`config.mk`:
```
export PLATFORM = sky130hd
export DESIGN_NAME = via_top
export DESIGN_NICKNAME = d
export VERILOG_FILES = /design/src/pkg/via_pkg.sv /design/src/pkg/via_link_if.sv /design/src/hdl/via_ack_seq.sv /design/src/hdl/via_prio.sv /design/src/hdl/via_top.sv
export VERILOG_INCLUDE_DIRS = /design/src /design/src/pkg
export SDC_FILE = /design/constraint.sdc
export NUM_CORES = 1
export LEC_CHECK = 0
export ABC_AREA = 1
export BUFFER_PORTS_ARGS = -buffer_cell sky130_fd_sc_hd__buf_4
export CAP_MARGIN = 25
export CORE_MARGIN = 1.5
export CORE_UTILIZATION = 40
export CTS_BUF_LIST = sky130_fd_sc_hd__clkbuf_8
export DETAILED_ROUTE_END_ITERATION = 10
export HOLD_SLACK_MARGIN = 0.1
export PLACE_DENSITY_LB_ADDON = 0.05
export SYNTH_ARGS = -nofsm -noshare
export SYNTH_HDL_FRONTEND = slang
export SYNTH_SLANG_ARGS = --single-unit
```
`constraint.sdc`:
```
create_clock -name aclk -period 3.6 [get_ports aclk]
set_clock_uncertainty 0.2 [all_clocks]
set_input_delay 0.54 -clock aclk [delete_from_list [all_inputs] [get_ports aclk]]
set_output_delay 0.54 -clock aclk [all_outputs]
set_load 0.01 [all_outputs]
```
`src/pkg/via_params.svh`:
```
`ifndef VIA_PARAMS_SVH
`define VIA_PARAMS_SVH

// ------------------------------------------------------------
// Offsets, fields, vectors and timing
// ------------------------------------------------------------
`define VIA_OFF_CTRL 8'h00
`define VIA_OFF_EN 8'h04
`define VIA_OFF_PEND 8'h08
`define VIA_OFF_STAT 8'h0C
`define VIA_CTRL_GIE_BIT 0
`define VIA_CTRL_TRAP_BIT 1
`define VIA_STAT_BUSY_BIT 8
`define VIA_GIE_RST 1'b0
`define VIA_EN_RST 16'h0000
`define VIA_PEND_RST 16'h0000
`define VIA_ENTRY_PC 15'h00FF
`define VIA_TABLE_BASE 8'hE0
`define VIA_TRAP_SLOT 4'hF
`define VIA_CLK_NS 10
`define VIA_ICYC_NS 1000
`define VIA_ACK_ICYC 7

`endif

```
`src/pkg/via_pkg.sv`:
```
package via_pkg;

    typedef logic [1:0] via_resp_t;

    typedef enum logic [2:0] {
        SEQ_IDLE = 3'b000,
        SEQ_CLR = 3'b001,
        SEQ_PUSH = 3'b011,
        SEQ_WAIT = 3'b010,
        SEQ_JUMP = 3'b110
    } via_seq_t;

endpackage : via_pkg
```
`src/pkg/via_link_if.sv`:
```
interface via_link_if;
    logic [15:0] active;
    logic [3:0] slot;
    logic [7:0] low;
    logic start;
    logic busy;
    logic clr;
    logic push;
    logic jump;

    modport arb (input active, output slot, output low);
    modport seq (input start, output busy, output clr, output push, output jump);
    modport core (output active, input slot, input low, output start, input busy,
        input clr, input push, input jump);
endinterface : via_link_if

```
`src/hdl/via_ack_seq.sv`:
```
`include "via_params.svh"

module via_ack_seq #(
    parameter int ACK_CLKS = 700
) (
    input wire logic aclk,
    input wire logic aresetn,
    via_link_if.seq lnk
);
    import via_pkg::*;

    via_seq_t st_q;
    via_seq_t st_d;
    logic [15:0] cnt_q;
    wire done = (cnt_q >= 16'(ACK_CLKS - 2));

    // ------------------------------------------------------------
    // Clear, push, wait, load entry
    // ------------------------------------------------------------
    // RULE9: seven instruction cycles
    always_comb begin
        st_d = st_q;
        unique case (st_q)
            SEQ_IDLE: if (lnk.start) st_d = SEQ_CLR;
            SEQ_CLR: st_d = SEQ_PUSH;
            SEQ_PUSH: st_d = SEQ_WAIT;
            SEQ_WAIT: if (done) st_d = SEQ_JUMP;
            SEQ_JUMP: st_d = SEQ_IDLE;
            default: st_d = SEQ_IDLE;
        endcase
    end

    always_ff @(posedge aclk) begin
        if (!aresetn) begin
            st_q <= SEQ_IDLE;
            cnt_q <= 16'h0000;
        end else begin
            st_q <= st_d;
            cnt_q <= (st_q == SEQ_IDLE) ? 16'h0000 : cnt_q + 16'h0001;
        end
    end

    assign lnk.busy = (st_q != SEQ_IDLE);
    assign lnk.clr = (st_q == SEQ_CLR);
    assign lnk.push = (st_q == SEQ_PUSH);
    assign lnk.jump = (st_q == SEQ_JUMP);

endmodule : via_ack_seq

```
`src/hdl/via_prio.sv`:
```
`include "via_params.svh"

module via_prio (
    via_link_if.arb lnk
);
    import via_pkg::*;

    // ------------------------------------------------------------
    // Highest set slot wins, slot 0 when none
    // ------------------------------------------------------------
    function automatic logic [3:0] top_slot(input logic [15:0] v);
        logic [3:0] s;
        s = 4'h0;
        for (int i = 1; i < 16; i++) begin
            if (v[i]) begin
                s = 4'(i);
            end
        end
        return s;
    endfunction : top_slot

    // RULE22: even low byte
    assign lnk.slot = top_slot(lnk.active);
    assign lnk.low = `VIA_TABLE_BASE + {3'b000, lnk.slot, 1'b0};

endmodule : via_prio

```
`src/hdl/via_top.sv`:
```
// Behaviour
// RULE1: reset clears pending, enables, global enable
// RULE2: active means enabled and pending
// RULE3: enabling a pending source interrupts at once
// RULE4: software clears pending before enabling
// RULE5: acknowledge at normal instruction start only
// RULE6: acknowledgement clears global enable first
// RULE7: push address of next instruction
// RULE8: load program counter with entry location
// RULE9: acknowledgement lasts seven instruction cycles
// RULE10: software global enable write allows nesting
// RULE11: return sets enable, pops, reloads counter
// RULE12: pending requests taken right after return
// RULE13: service routine clears its pending early
// RULE14: vector select jumps through winner's entry
// RULE15: sixteen-entry table atop current block
// RULE16: select at block end uses next block
// RULE17: entry is 15 bits, high byte first
// RULE18: entries ranked upward, trap at top
// RULE19: highest ranked serviced first, next later
// RULE20: nothing active selects default entry
// RULE21: maskable needs enables and no trap
// RULE22: low byte E0 to FE replaces PC low
// RULE23: trap flag blocks all other interrupts
// RULE24: pending stays set until cleared

`include "via_params.svh"

module via_top #(
    parameter int NSRC = 14,
    parameter int ACK_CLKS = `VIA_ACK_ICYC *
        ((`VIA_ICYC_NS + `VIA_CLK_NS - 1) / `VIA_CLK_NS)
) (
    input wire logic aclk,
    input wire logic aresetn,
    input wire logic [7:0] awaddr,
    input wire logic [2:0] awprot,
    input wire logic awvalid,
    output logic awready,
    input wire logic [31:0] wdata,
    input wire logic [3:0] wstrb,
    input wire logic wvalid,
    output logic wready,
    output via_pkg::via_resp_t bresp,
    output logic bvalid,
    input wire logic bready,
    input wire logic [7:0] araddr,
    input wire logic [2:0] arprot,
    input wire logic arvalid,
    output logic arready,
    output logic [31:0] rdata,
    output via_pkg::via_resp_t rresp,
    output logic rvalid,
    input wire logic rready,
    input wire logic [NSRC-1:0] src_event,
    input wire logic trap_event,
    input wire logic trap_clear,
    input wire logic instr_start,
    input wire logic skip_active,
    input wire logic [14:0] cur_pc,
    input wire logic return_from_irq_instr_exec,
    input wire logic [14:0] return_from_irq_instr_addr,
    input wire logic vis_exec,
    input wire logic [14:0] vis_pc,
    input wire logic vec_rvalid,
    input wire logic [15:0] vec_rdata,
    output logic ack_busy,
    output logic stack_push,
    output logic [14:0] push_addr,
    output logic stack_pop,
    output logic pc_load,
    output logic [14:0] pc_load_addr,
    output logic vec_fetch,
    output logic [14:0] vec_fetch_addr,
    output logic global_irq_enable,
    output logic trap_pending_flag
);
    import via_pkg::*;

    localparam via_resp_t RESP_OK = 2'b00;
    localparam via_resp_t RESP_ERR = 2'b10;

    // ------------------------------------------------------------
    // State
    // ------------------------------------------------------------
    logic gie_q;
    logic [NSRC-1:0] en_q;
    logic [NSRC-1:0] pend_q;
    logic trap_q;
    logic trap_req_q;
    logic [14:0] ret_pc_q;
    logic [3:0] last_slot_q;
    logic vis_wait_q;

    logic aw_got_q;
    logic w_got_q;
    logic [7:0] aw_addr_q;
    logic [31:0] w_data_q;
    logic [3:0] w_strb_q;
    logic bvalid_q;
    via_resp_t bresp_q;
    logic rvalid_q;
    logic [31:0] rdata_q;
    via_resp_t rresp_q;

    logic push_q;
    logic [14:0] push_addr_q;
    logic pop_q;
    logic load_q;
    logic [14:0] load_addr_q;
    logic fetch_q;
    logic [14:0] fetch_addr_q;

    via_link_if lnk();

    // ------------------------------------------------------------
    // Helpers
    // ------------------------------------------------------------
    function automatic logic [31:0] lane_mask(input logic [3:0] s);
        return {{8{s[3]}}, {8{s[2]}}, {8{s[1]}}, {8{s[0]}}};
    endfunction : lane_mask

    // ------------------------------------------------------------
    // Request detection
    // ------------------------------------------------------------
    // RULE2: enabled and pending
    wire [NSRC-1:0] active = en_q & pend_q;
    wire [15:0] act_w = 16'(active);
    wire any_active = |active;
    wire normal_start = instr_start && !skip_active && !lnk.busy;
    // RULE21: global enable, no trap service
    // RULE23: trap flag inhibits maskable
    // RULE3: no fresh event needed
    wire mask_req = gie_q && any_active && !trap_q;
    // RULE5: skip done before acknowledge
    // RULE12: taken at first normal start
    wire ack_start = normal_start && (mask_req || trap_req_q);

    // ------------------------------------------------------------
    // Arbitration and sequencing
    // ------------------------------------------------------------
    // RULE18: slot 0 default, trap top
    // RULE19: highest ranked wins
    assign lnk.active = {trap_q, act_w[13:0], 1'b0};
    assign lnk.start = ack_start;

    via_prio u_prio (
        .lnk(lnk.arb)
    );

    via_ack_seq #(
        .ACK_CLKS(ACK_CLKS)
    ) u_seq (
        .aclk(aclk),
        .aresetn(aresetn),
        .lnk(lnk.seq)
    );

    // RULE16: last byte uses next block
    wire block_end = (vis_pc[7:0] == 8'hFF);
    wire [6:0] tbl_hi = block_end ? 7'(vis_pc[14:8] + 7'h01) : vis_pc[14:8];
    // RULE15: table at block top
    // RULE22: low byte replaced
    wire [14:0] tbl_addr = {tbl_hi, lnk.low};

    // ------------------------------------------------------------
    // Register bus decode
    // ------------------------------------------------------------
    wire aw_hs = awvalid && awready;
    wire w_hs = wvalid && wready;
    wire ar_hs = arvalid && arready;
    wire wr_fire = aw_got_q && w_got_q && !bvalid_q;
    wire [31:0] wmask = lane_mask(w_strb_q);
    wire wr_ctrl = wr_fire && (aw_addr_q[7:2] == `VIA_OFF_CTRL >> 2);
    wire wr_en = wr_fire && (aw_addr_q[7:2] == `VIA_OFF_EN >> 2);
    wire wr_pend = wr_fire && (aw_addr_q[7:2] == `VIA_OFF_PEND >> 2);
    wire wr_stat = wr_fire && (aw_addr_q[7:2] == `VIA_OFF_STAT >> 2);
    wire wr_hit = wr_ctrl || wr_en || wr_pend || wr_stat;
    wire [NSRC-1:0] w_bits = NSRC'(w_data_q & wmask);
    wire [NSRC-1:0] w_keep = NSRC'(~wmask);
    wire gie_wr_en = wr_ctrl && w_strb_q[0];
    wire gie_wr_val = w_data_q[`VIA_CTRL_GIE_BIT];

    wire rd_ctrl = (araddr[7:2] == `VIA_OFF_CTRL >> 2);
    wire rd_en = (araddr[7:2] == `VIA_OFF_EN >> 2);
    wire rd_pend = (araddr[7:2] == `VIA_OFF_PEND >> 2);
    wire rd_stat = (araddr[7:2] == `VIA_OFF_STAT >> 2);
    wire rd_hit = rd_ctrl || rd_en || rd_pend || rd_stat;

    wire [31:0] ctrl_word = {30'h0000_0000, trap_q, gie_q};
    wire [31:0] stat_word = {23'h00_0000, lnk.busy, vis_wait_q, 3'b000, last_slot_q};
    wire [31:0] rd_word = rd_ctrl ? ctrl_word :
        rd_en ? 32'(en_q) :
        rd_pend ? 32'(pend_q) :
        rd_stat ? stat_word : 32'h0000_0000;

    assign awready = !aw_got_q && !bvalid_q;
    assign wready = !w_got_q && !bvalid_q;
    assign arready = !rvalid_q;

    // ------------------------------------------------------------
    // Bus channel registers
    // ------------------------------------------------------------
    always_ff @(posedge aclk) begin
        if (!aresetn) begin
            aw_got_q <= 1'b0;
            w_got_q <= 1'b0;
            aw_addr_q <= 8'h00;
            w_data_q <= 32'h0000_0000;
            w_strb_q <= 4'h0;
            bvalid_q <= 1'b0;
            bresp_q <= RESP_OK;
        end else begin
            if (aw_hs) begin
                aw_got_q <= 1'b1;
                aw_addr_q <= awaddr;
            end
            if (w_hs) begin
                w_got_q <= 1'b1;
                w_data_q <= wdata;
                w_strb_q <= wstrb;
            end
            if (wr_fire) begin
                aw_got_q <= 1'b0;
                w_got_q <= 1'b0;
                bvalid_q <= 1'b1;
                bresp_q <= wr_hit ? RESP_OK : RESP_ERR;
            end else if (bvalid_q && bready) begin
                bvalid_q <= 1'b0;
            end
        end
    end

    always_ff @(posedge aclk) begin
        if (!aresetn) begin
            rvalid_q <= 1'b0;
            rdata_q <= 32'h0000_0000;
            rresp_q <= RESP_OK;
        end else if (ar_hs) begin
            rvalid_q <= 1'b1;
            rdata_q <= rd_word;
            rresp_q <= rd_hit ? RESP_OK : RESP_ERR;
        end else if (rvalid_q && rready) begin
            rvalid_q <= 1'b0;
        end
    end

    // ------------------------------------------------------------
    // Enables and pending bits
    // ------------------------------------------------------------
    // RULE1: cleared on reset
    // RULE24: pending held, set wins
    // RULE4: software clears by writing one
    always_ff @(posedge aclk) begin
        if (!aresetn) begin
            en_q <= NSRC'(`VIA_EN_RST);
            pend_q <= NSRC'(`VIA_PEND_RST);
        end else begin
            if (wr_en) begin
                en_q <= (en_q & w_keep) | w_bits;
            end
            pend_q <= (pend_q & ~(wr_pend ? w_bits : '0)) | src_event;
        end
    end

    // ------------------------------------------------------------
    // Global enable and trap flag
    // ------------------------------------------------------------
    // RULE1: cleared on reset
    always_ff @(posedge aclk) begin
        if (!aresetn) begin
            gie_q <= `VIA_GIE_RST;
        end else if (lnk.clr) begin
            // RULE6: cleared on acknowledge
            gie_q <= 1'b0;
        end else if (return_from_irq_instr_exec) begin
            // RULE11: return sets enable
            gie_q <= 1'b1;
        end else if (gie_wr_en) begin
            // RULE10: software nesting enable
            gie_q <= gie_wr_val;
        end
    end

    // RULE23: only clear or reset
    always_ff @(posedge aclk) begin
        if (!aresetn) begin
            trap_q <= 1'b0;
            trap_req_q <= 1'b0;
        end else begin
            trap_q <= trap_event || (trap_q && !trap_clear);
            trap_req_q <= trap_event || (trap_req_q && !ack_start);
        end
    end

    // ------------------------------------------------------------
    // Acknowledge, return and vector select
    // ------------------------------------------------------------
    always_ff @(posedge aclk) begin
        if (!aresetn) begin
            ret_pc_q <= 15'h0000;
            push_q <= 1'b0;
            push_addr_q <= 15'h0000;
            pop_q <= 1'b0;
            load_q <= 1'b0;
            load_addr_q <= 15'h0000;
            fetch_q <= 1'b0;
            fetch_addr_q <= 15'h0000;
            vis_wait_q <= 1'b0;
            last_slot_q <= 4'h0;
        end else begin
            push_q <= 1'b0;
            pop_q <= 1'b0;
            load_q <= 1'b0;
            fetch_q <= 1'b0;
            if (ack_start) begin
                ret_pc_q <= cur_pc;
            end
            if (lnk.push) begin
                // RULE7: push next instruction address
                push_q <= 1'b1;
                push_addr_q <= ret_pc_q;
            end
            if (lnk.jump) begin
                // RULE8: jump to entry
                load_q <= 1'b1;
                load_addr_q <= `VIA_ENTRY_PC;
            end else if (return_from_irq_instr_exec) begin
                // RULE11: pop and reload
                pop_q <= 1'b1;
                load_q <= 1'b1;
                load_addr_q <= return_from_irq_instr_addr;
            end else if (vis_wait_q && vec_rvalid) begin
                // RULE17: high byte first
                load_q <= 1'b1;
                load_addr_q <= {vec_rdata[14:8], vec_rdata[7:0]};
                vis_wait_q <= 1'b0;
            end
            if (vis_exec && !vis_wait_q) begin
                // RULE14: winner picks entry
                // RULE20: default when none
                fetch_q <= 1'b1;
                fetch_addr_q <= tbl_addr;
                last_slot_q <= lnk.slot;
                vis_wait_q <= 1'b1;
            end
        end
    end

    // ------------------------------------------------------------
    // Outputs
    // ------------------------------------------------------------
    assign bvalid = bvalid_q;
    assign bresp = bresp_q;
    assign rvalid = rvalid_q;
    assign rdata = rdata_q;
    assign rresp = rresp_q;
    assign ack_busy = lnk.busy;
    assign stack_push = push_q;
    assign push_addr = push_addr_q;
    assign stack_pop = pop_q;
    assign pc_load = load_q;
    assign pc_load_addr = load_addr_q;
    assign vec_fetch = fetch_q;
    assign vec_fetch_addr = fetch_addr_q;
    assign global_irq_enable = gie_q;
    assign trap_pending_flag = trap_q;

endmodule : via_top

```
### After elaboration in Yosys (flattened, before gate mapping)

Cells that the tools add are included.

| operators by class | value |
|---|---|
| add/sub/neg operators | 3 |
| order comparisons | 1 |
| eq/ne operators | 15 |
| multiplexer cells | 45 |
| bitwise operators | 9 |
| reduce and logical (&&, ||, !) cells | 59 |

Operators by type and width:

| operator | number |
|---|---|
| bitwise AND 14 bit | 4 |
| 2-to-1 mux 14 bit | 4 |
| 2-to-1 mux 4 bit | 8 |
| 2-to-1 mux 15 bit | 2 |
| inverter 14 bit | 2 |
| OR 14 bit | 2 |
| == test 6 x 2 -> 1 bit (second input constant) | 4 |
| logical AND 1 bit | 23 |
| 2-to-1 mux 3 bit | 6 |
| 2-to-1 mux 1 bit | 17 |
| adder 16 x 1 -> 16 bit (second input constant) | 1 |
| >= comparator 16 x 10 -> 1 bit (second input constant) | 1 |
| OR reduction 14 bit | 1 |
| == test 6 x 1 -> 1 bit (second input constant) | 2 |
| logical NOT 6 bit | 2 |
| case mux 3 bit (4 select lines) | 1 |
| logical NOT 1 bit | 10 |
| nonzero test 2 bit | 5 |
| logical OR 1 bit | 9 |
| 2-to-1 mux 9 bit | 1 |
| == test 8 bit (second input constant) | 1 |
| 2-to-1 mux 2 bit | 4 |
| 2-to-1 mux 8 bit | 1 |
| OR reduction 2 bit | 4 |
| 13 further kinds | 17 |

| word-level totals | value |
|---|---|
| bits in registers | 183 |
| output and inout port bits | 93 |
| logic and storage cells | 160 |

### Logic depth before layout (Yosys ltp)

| logic depth | value |
|---|---|
| depth after elaboration | 17 |
| gate-level depth with buffers | 16 |
| gate-level depth less buffers | 16 |

### Cells and area by module

Synthesis repeated with hierarchy kept, for this count alone.

| unflattened totals | value |
|---|---|
| cell total of the unflattened synthesis | 1,073 |
| area, all modules | 7,457.2 µm² |

By module, submodules not included:

| module | instances | cells an instance | area an instance (µm²) | sequential area each (µm²) |
|---|---|---|---|---|
| via_top | 1 | 872 | 6,223.5 | 2,842.7 |
| via_ack_seq | 1 | 150 | 998.5 | 380.4 |
| via_prio | 1 | 51 | 235.2 | 0.0 |

### Worst setup path after synthesis

No wires, ideal clock.

| path | value |
|---|---|
| path type | input to register |
| from | in vis_pc[1] |
| to | reg fetch_addr_q[13] (netlist: vec_fetch_addr[13]) |
| library setup time | 0.115 ns |
| arrival time | 1.554 ns |
| data required time | 3.285 ns |
| path slack | 1.730 ns |
| cell stages on the path | 8 |
| path buffers | 1 |
| cell sequence | nand2_1 or3_1 buf_2 nor2_4 nand3_1 xor2_1 o21ai_0 inv_1 |

| between the ends | value |
|---|---|
| cells in the longest elaborated chain, start to end | 2 |

RTL lines:

| what | line | text |
|---|---|---|
| start: declaration | via_top.sv:64 | `input wire logic [14:0] vis_pc,` |
| == test 8 bit | via_top.sv:160 | `wire block_end = (vis_pc[7:0] == 8'hFF);` |
| 2-to-1 mux 7 bit | via_top.sv:161 | `wire [6:0] tbl_hi = block_end ? 7'(vis_pc[14:8] + 7'h01) : vis_pc[14:8];` |
| end signal: assignment | via_top.sv:343 | `fetch_addr_q <= tbl_addr;` |
| end: declaration | via_top.sv:112 | `logic [14:0] fetch_addr_q;` |

Every way passes these cells.
A chain may end at the register's enable or synchronous reset.

### Worst setup path after layout

| path | value |
|---|---|
| from | reg pend_q[11] |
| to | reg ret_pc_q[1] |

| between the ends | value |
|---|---|
| cells in the longest elaborated chain, start to end | 6 |

RTL lines:

| what | line | text |
|---|---|---|
| start: declaration | via_top.sv:88 | `logic [NSRC-1:0] pend_q;` |
| start signal: assignment | via_top.sv:257 | `` pend_q <= NSRC'(`VIA_PEND_RST); `` |
| start signal: assignment | via_top.sv:262 | `pend_q <= (pend_q & ~(wr_pend ? w_bits : '0)) \| src_event;` |
| bitwise AND 14 bit | via_top.sv:127 | `wire [NSRC-1:0] active = en_q & pend_q;` |
| OR reduction 14 bit | via_top.sv:129 | `wire any_active = \|active;` |
| logical AND 1 bit (2 in a row) | via_top.sv:134 | `wire mask_req = gie_q && any_active && !trap_q;` |
| logical OR 1 bit | via_top.sv:137 | `wire ack_start = normal_start && (mask_req \|\| trap_req_q);` |
| logical AND 1 bit | via_top.sv:137 |  |
| end signal: assignment | via_top.sv:317 | `ret_pc_q <= cur_pc;` |
| end: declaration | via_top.sv:91 | `logic [14:0] ret_pc_q;` |

Every way passes these cells.

==> impl_metrics.tcl <==
set metrics [dict create \
    finalSetupTns_ps 0 \
    cts.path.max_buffers 2 \
    gr-total-overflow 0 \
    synth_edf_count 0 \
    synth_top_cell_area_share 0.4618 \
    vias 6108 \
    die_w_um 132.2 \
    grt_pass1_wl_um 28520 \
    timing.fmax_mhz 470.1 \
    cap_violations 0 \
    leakage_nw 3.930 \
    cp_cell_sequence "nand2_1, nand2_1, inv_1, nand4_1, nor4_1, o21bai_1, nand2_4, inv_4, nor2_1, nor2_1" \
    tightest_slew_ps 640.4 \
    dpl-instance-area_um2 8143 \
    globalplace.congestion 0.7814 \
    synth_most_common_cell "nor2_1" \
    wl_met3_um 1074 \
    fin_nets 1219 \
    netlist_area_um2 6676 \
    cts_sinks 154 \
    comb_power_share 0.163 \
    cp-start-kind "flip-flop" \
    power_switching_mw 1.060 \
    hold_buffers 0 \
    grt_pass1_vias 5938 \
    clk_pin_slew_ps 80 \
    cts_buffers 17 \
    design.core.area_um2 16470 \
    yosysTopAreaCell "dfxtp_1" \
    num_antenna_cells 0 \
    slowest_delay_ps 380 \
    root_buffer "clkbuf_8" \
    synthTopCellsByCount "167 x nor2_1, 154 x dfxtp_1, 130 x nand2_1" \
    initial_core_util 0.4055 \
    drtAntennaViolNets 0 \
    die_area_um2 17480 \
    yosys_warnings 0 \
    drive_above_1_share 0.2377 \
    postSynth.asyncResetShare 0 \
    io_buffers 187 \
    wl_um 17190 \
    hold_violations 0 \
    slowest_stage "nor4_1" \
    wl_met1_um 7767 \
    p_int_mw 2.876 \
    highest-signal-layer "met4" \
    synth.distinct_cells 51 \
    ys_seq_area_frac 0.4618 \
    final_cells 1301 \
    viasPerCell 4.695 \
    routed-wl-met2_um 8094 \
    grt_max_degree 70 \
    post-dp-hpwl_um 12640 \
    crit_path_end_kind "flip-flop" \
    design.portCount 240 \
    wl_per_cell_um 13.21 \
    final_area_um2 8562 \
    min_period_over_period 0.5909 \
    worstSetupPathType "flip-flop to flip-flop" \
    ys_top_cells_by_area "dfxtp_1 46%, nor2_1 9.4%, nand2_1 7.3%" \
    seqPwrFrac 0.485 \
    cp_max_fo 18 \
    power_mw 3.936 \
    die_h_um 132.2 \
    synthFlopType "dfxtp_1" \
    dp.cells 1270 \
    hp-class "input port to flip-flop" \
    firstDrtPassIters 4 \
    rows 47 \
    syn_inst 895 \
    grt_util_all_layers 0.2022 \
    slew_violations 0 \
    postCtsSetupBuffers 0 \
    insertion_delay_ps 440 \
    synthToLayoutAreaGrowth_pct 28.24 \
    drtIter0Drc 205 \
    cts_resized 0 \
    peakVddDrop_mv 0.2410 \
    p_per_area_nw_per_um2 459.7 \
    slew_headroom 0.5731 \
    pwr-share-clk 0.352 \
    drc 0 \
    final.min_clock_period_ps 2127 \
    syn_avg_cell_area_um2 7.460 \
    cts_tree "built" \
    switching_share 0.2693 \
    crit_arrival_ps 2260 \
    status "complete, no violations" \
    rsz0062_at_grt "no" \
    final-setup-viol-count 0 \
    htreeDepth 4 \
    synth_seq_cells 154 \
    cp.required_ps 3740 \
    grt_antenna_before_repair 0 \
]
[sequential cells by signal, summed over array words and instances (netlist names), 2 cells and up, named ones only]
signal / count
u_seq.cnt_q: 16
pc_load_addr: 15
push_addr: 15
ret_pc_q: 15
pend_q: 14
rdata: 14
w_data_q: 14
vec_fetch_addr: 9
aw_addr_q: 6
last_slot_q: 3
u_seq.st_q: 3
w_strb_q: 2
[worst max-delay path: cells and delay by family, from the launching register on]
kind | cells | cell delay [ps]
buf+inv | 2 | 190
simple gates | 7 | 1080
compound gates | 1 | 190
flops | 1 | 340
[stage by stage]
stage                     setup WS [ps]  hold WS (ps)    util
after floorplan                    1730         235.6       -
after global routing               1183         118.4  0.5200
after CTS                          1462         105.3  0.5200
after detailed placement           1291         257.5  0.4945
final                              1473         136.7  0.5200
after global placement             1295         252.8  0.4945
[logic make-up after synthesis]
| family | Yosys count | share of synthesized area |
|---|---|---|
| simple gates | 351 | 0.2301 |
| buf+inv | 170 | 0.1132 |
| flops | 154 | 0.4618 |
| compound gates | 209 | 0.1795 |
| xor+xnor | 7 | 0.009183 |
| fa+ha+maj | 3 | 0.005623 |
| other cells | 1 | 0.0005617 |
[final timing paths]
check                           cells past startpoint           to        from  slack (ps)
worst min register to register                      2     rdata[8]    rdata[8]         270
worst max-delay path                               10  ret_pc_q[1]  pend_q[11]        1470
worst min-delay path                                3  ret_pc_q[8]   cur_pc[8]         140
worst max register to register                     10  ret_pc_q[1]  pend_q[11]        1470
[power by group through the flow]
stage                     clock, mW  sequential, mW  combinational, mW
after CTS                      1.42            1.91              0.651
final                          1.39            1.91              0.641
after floorplan                   0            1.95              0.366
after detailed placement          0            1.95              0.649
after global routing           1.48            1.93              0.723
after global placement            0            1.95              0.646
[metal layers]
metal,track usage,vias up
met3,0.06036,19
met2,0.3511,156
met4,0.06105,0
met5,0,-
met1,0.2410,2730
li1,-,3203
[layout make-up]
type	count	area, µm²
clock inverter	12	157.7
timing repair buffer	193	1449
tap	220	275.3
sequential	154	3083
multi-input combinational	591	2913
clock buffer	19	261.5
fill	1781	7904
inverter	112	422.9
[placed cells by master, fill, tap and decap left out, types with 5 or more instances in the layout]
master    synthesis  layout
buf_4            23     193
nor4_1            6       6
nand3_1           9       9
o21ai_1          10      10
nand2_1         130     130
o21ai_0          88      88
a21oi_1          55      55
a211oi_1          7       7
inv_1           104     108
nor3_1            5       5
a211oi_2          6       6
xor2_1            5       5
dfxtp_1         154     154
clkbuf_8          0      19
conb_1            1      21
a31oi_1          12      12
nor2_1          167     167
a311oi_1          7       7
o22ai_1          14      14
inv_2             6       6
nand4_1           5       5
(Power assumes the default switching activity.)
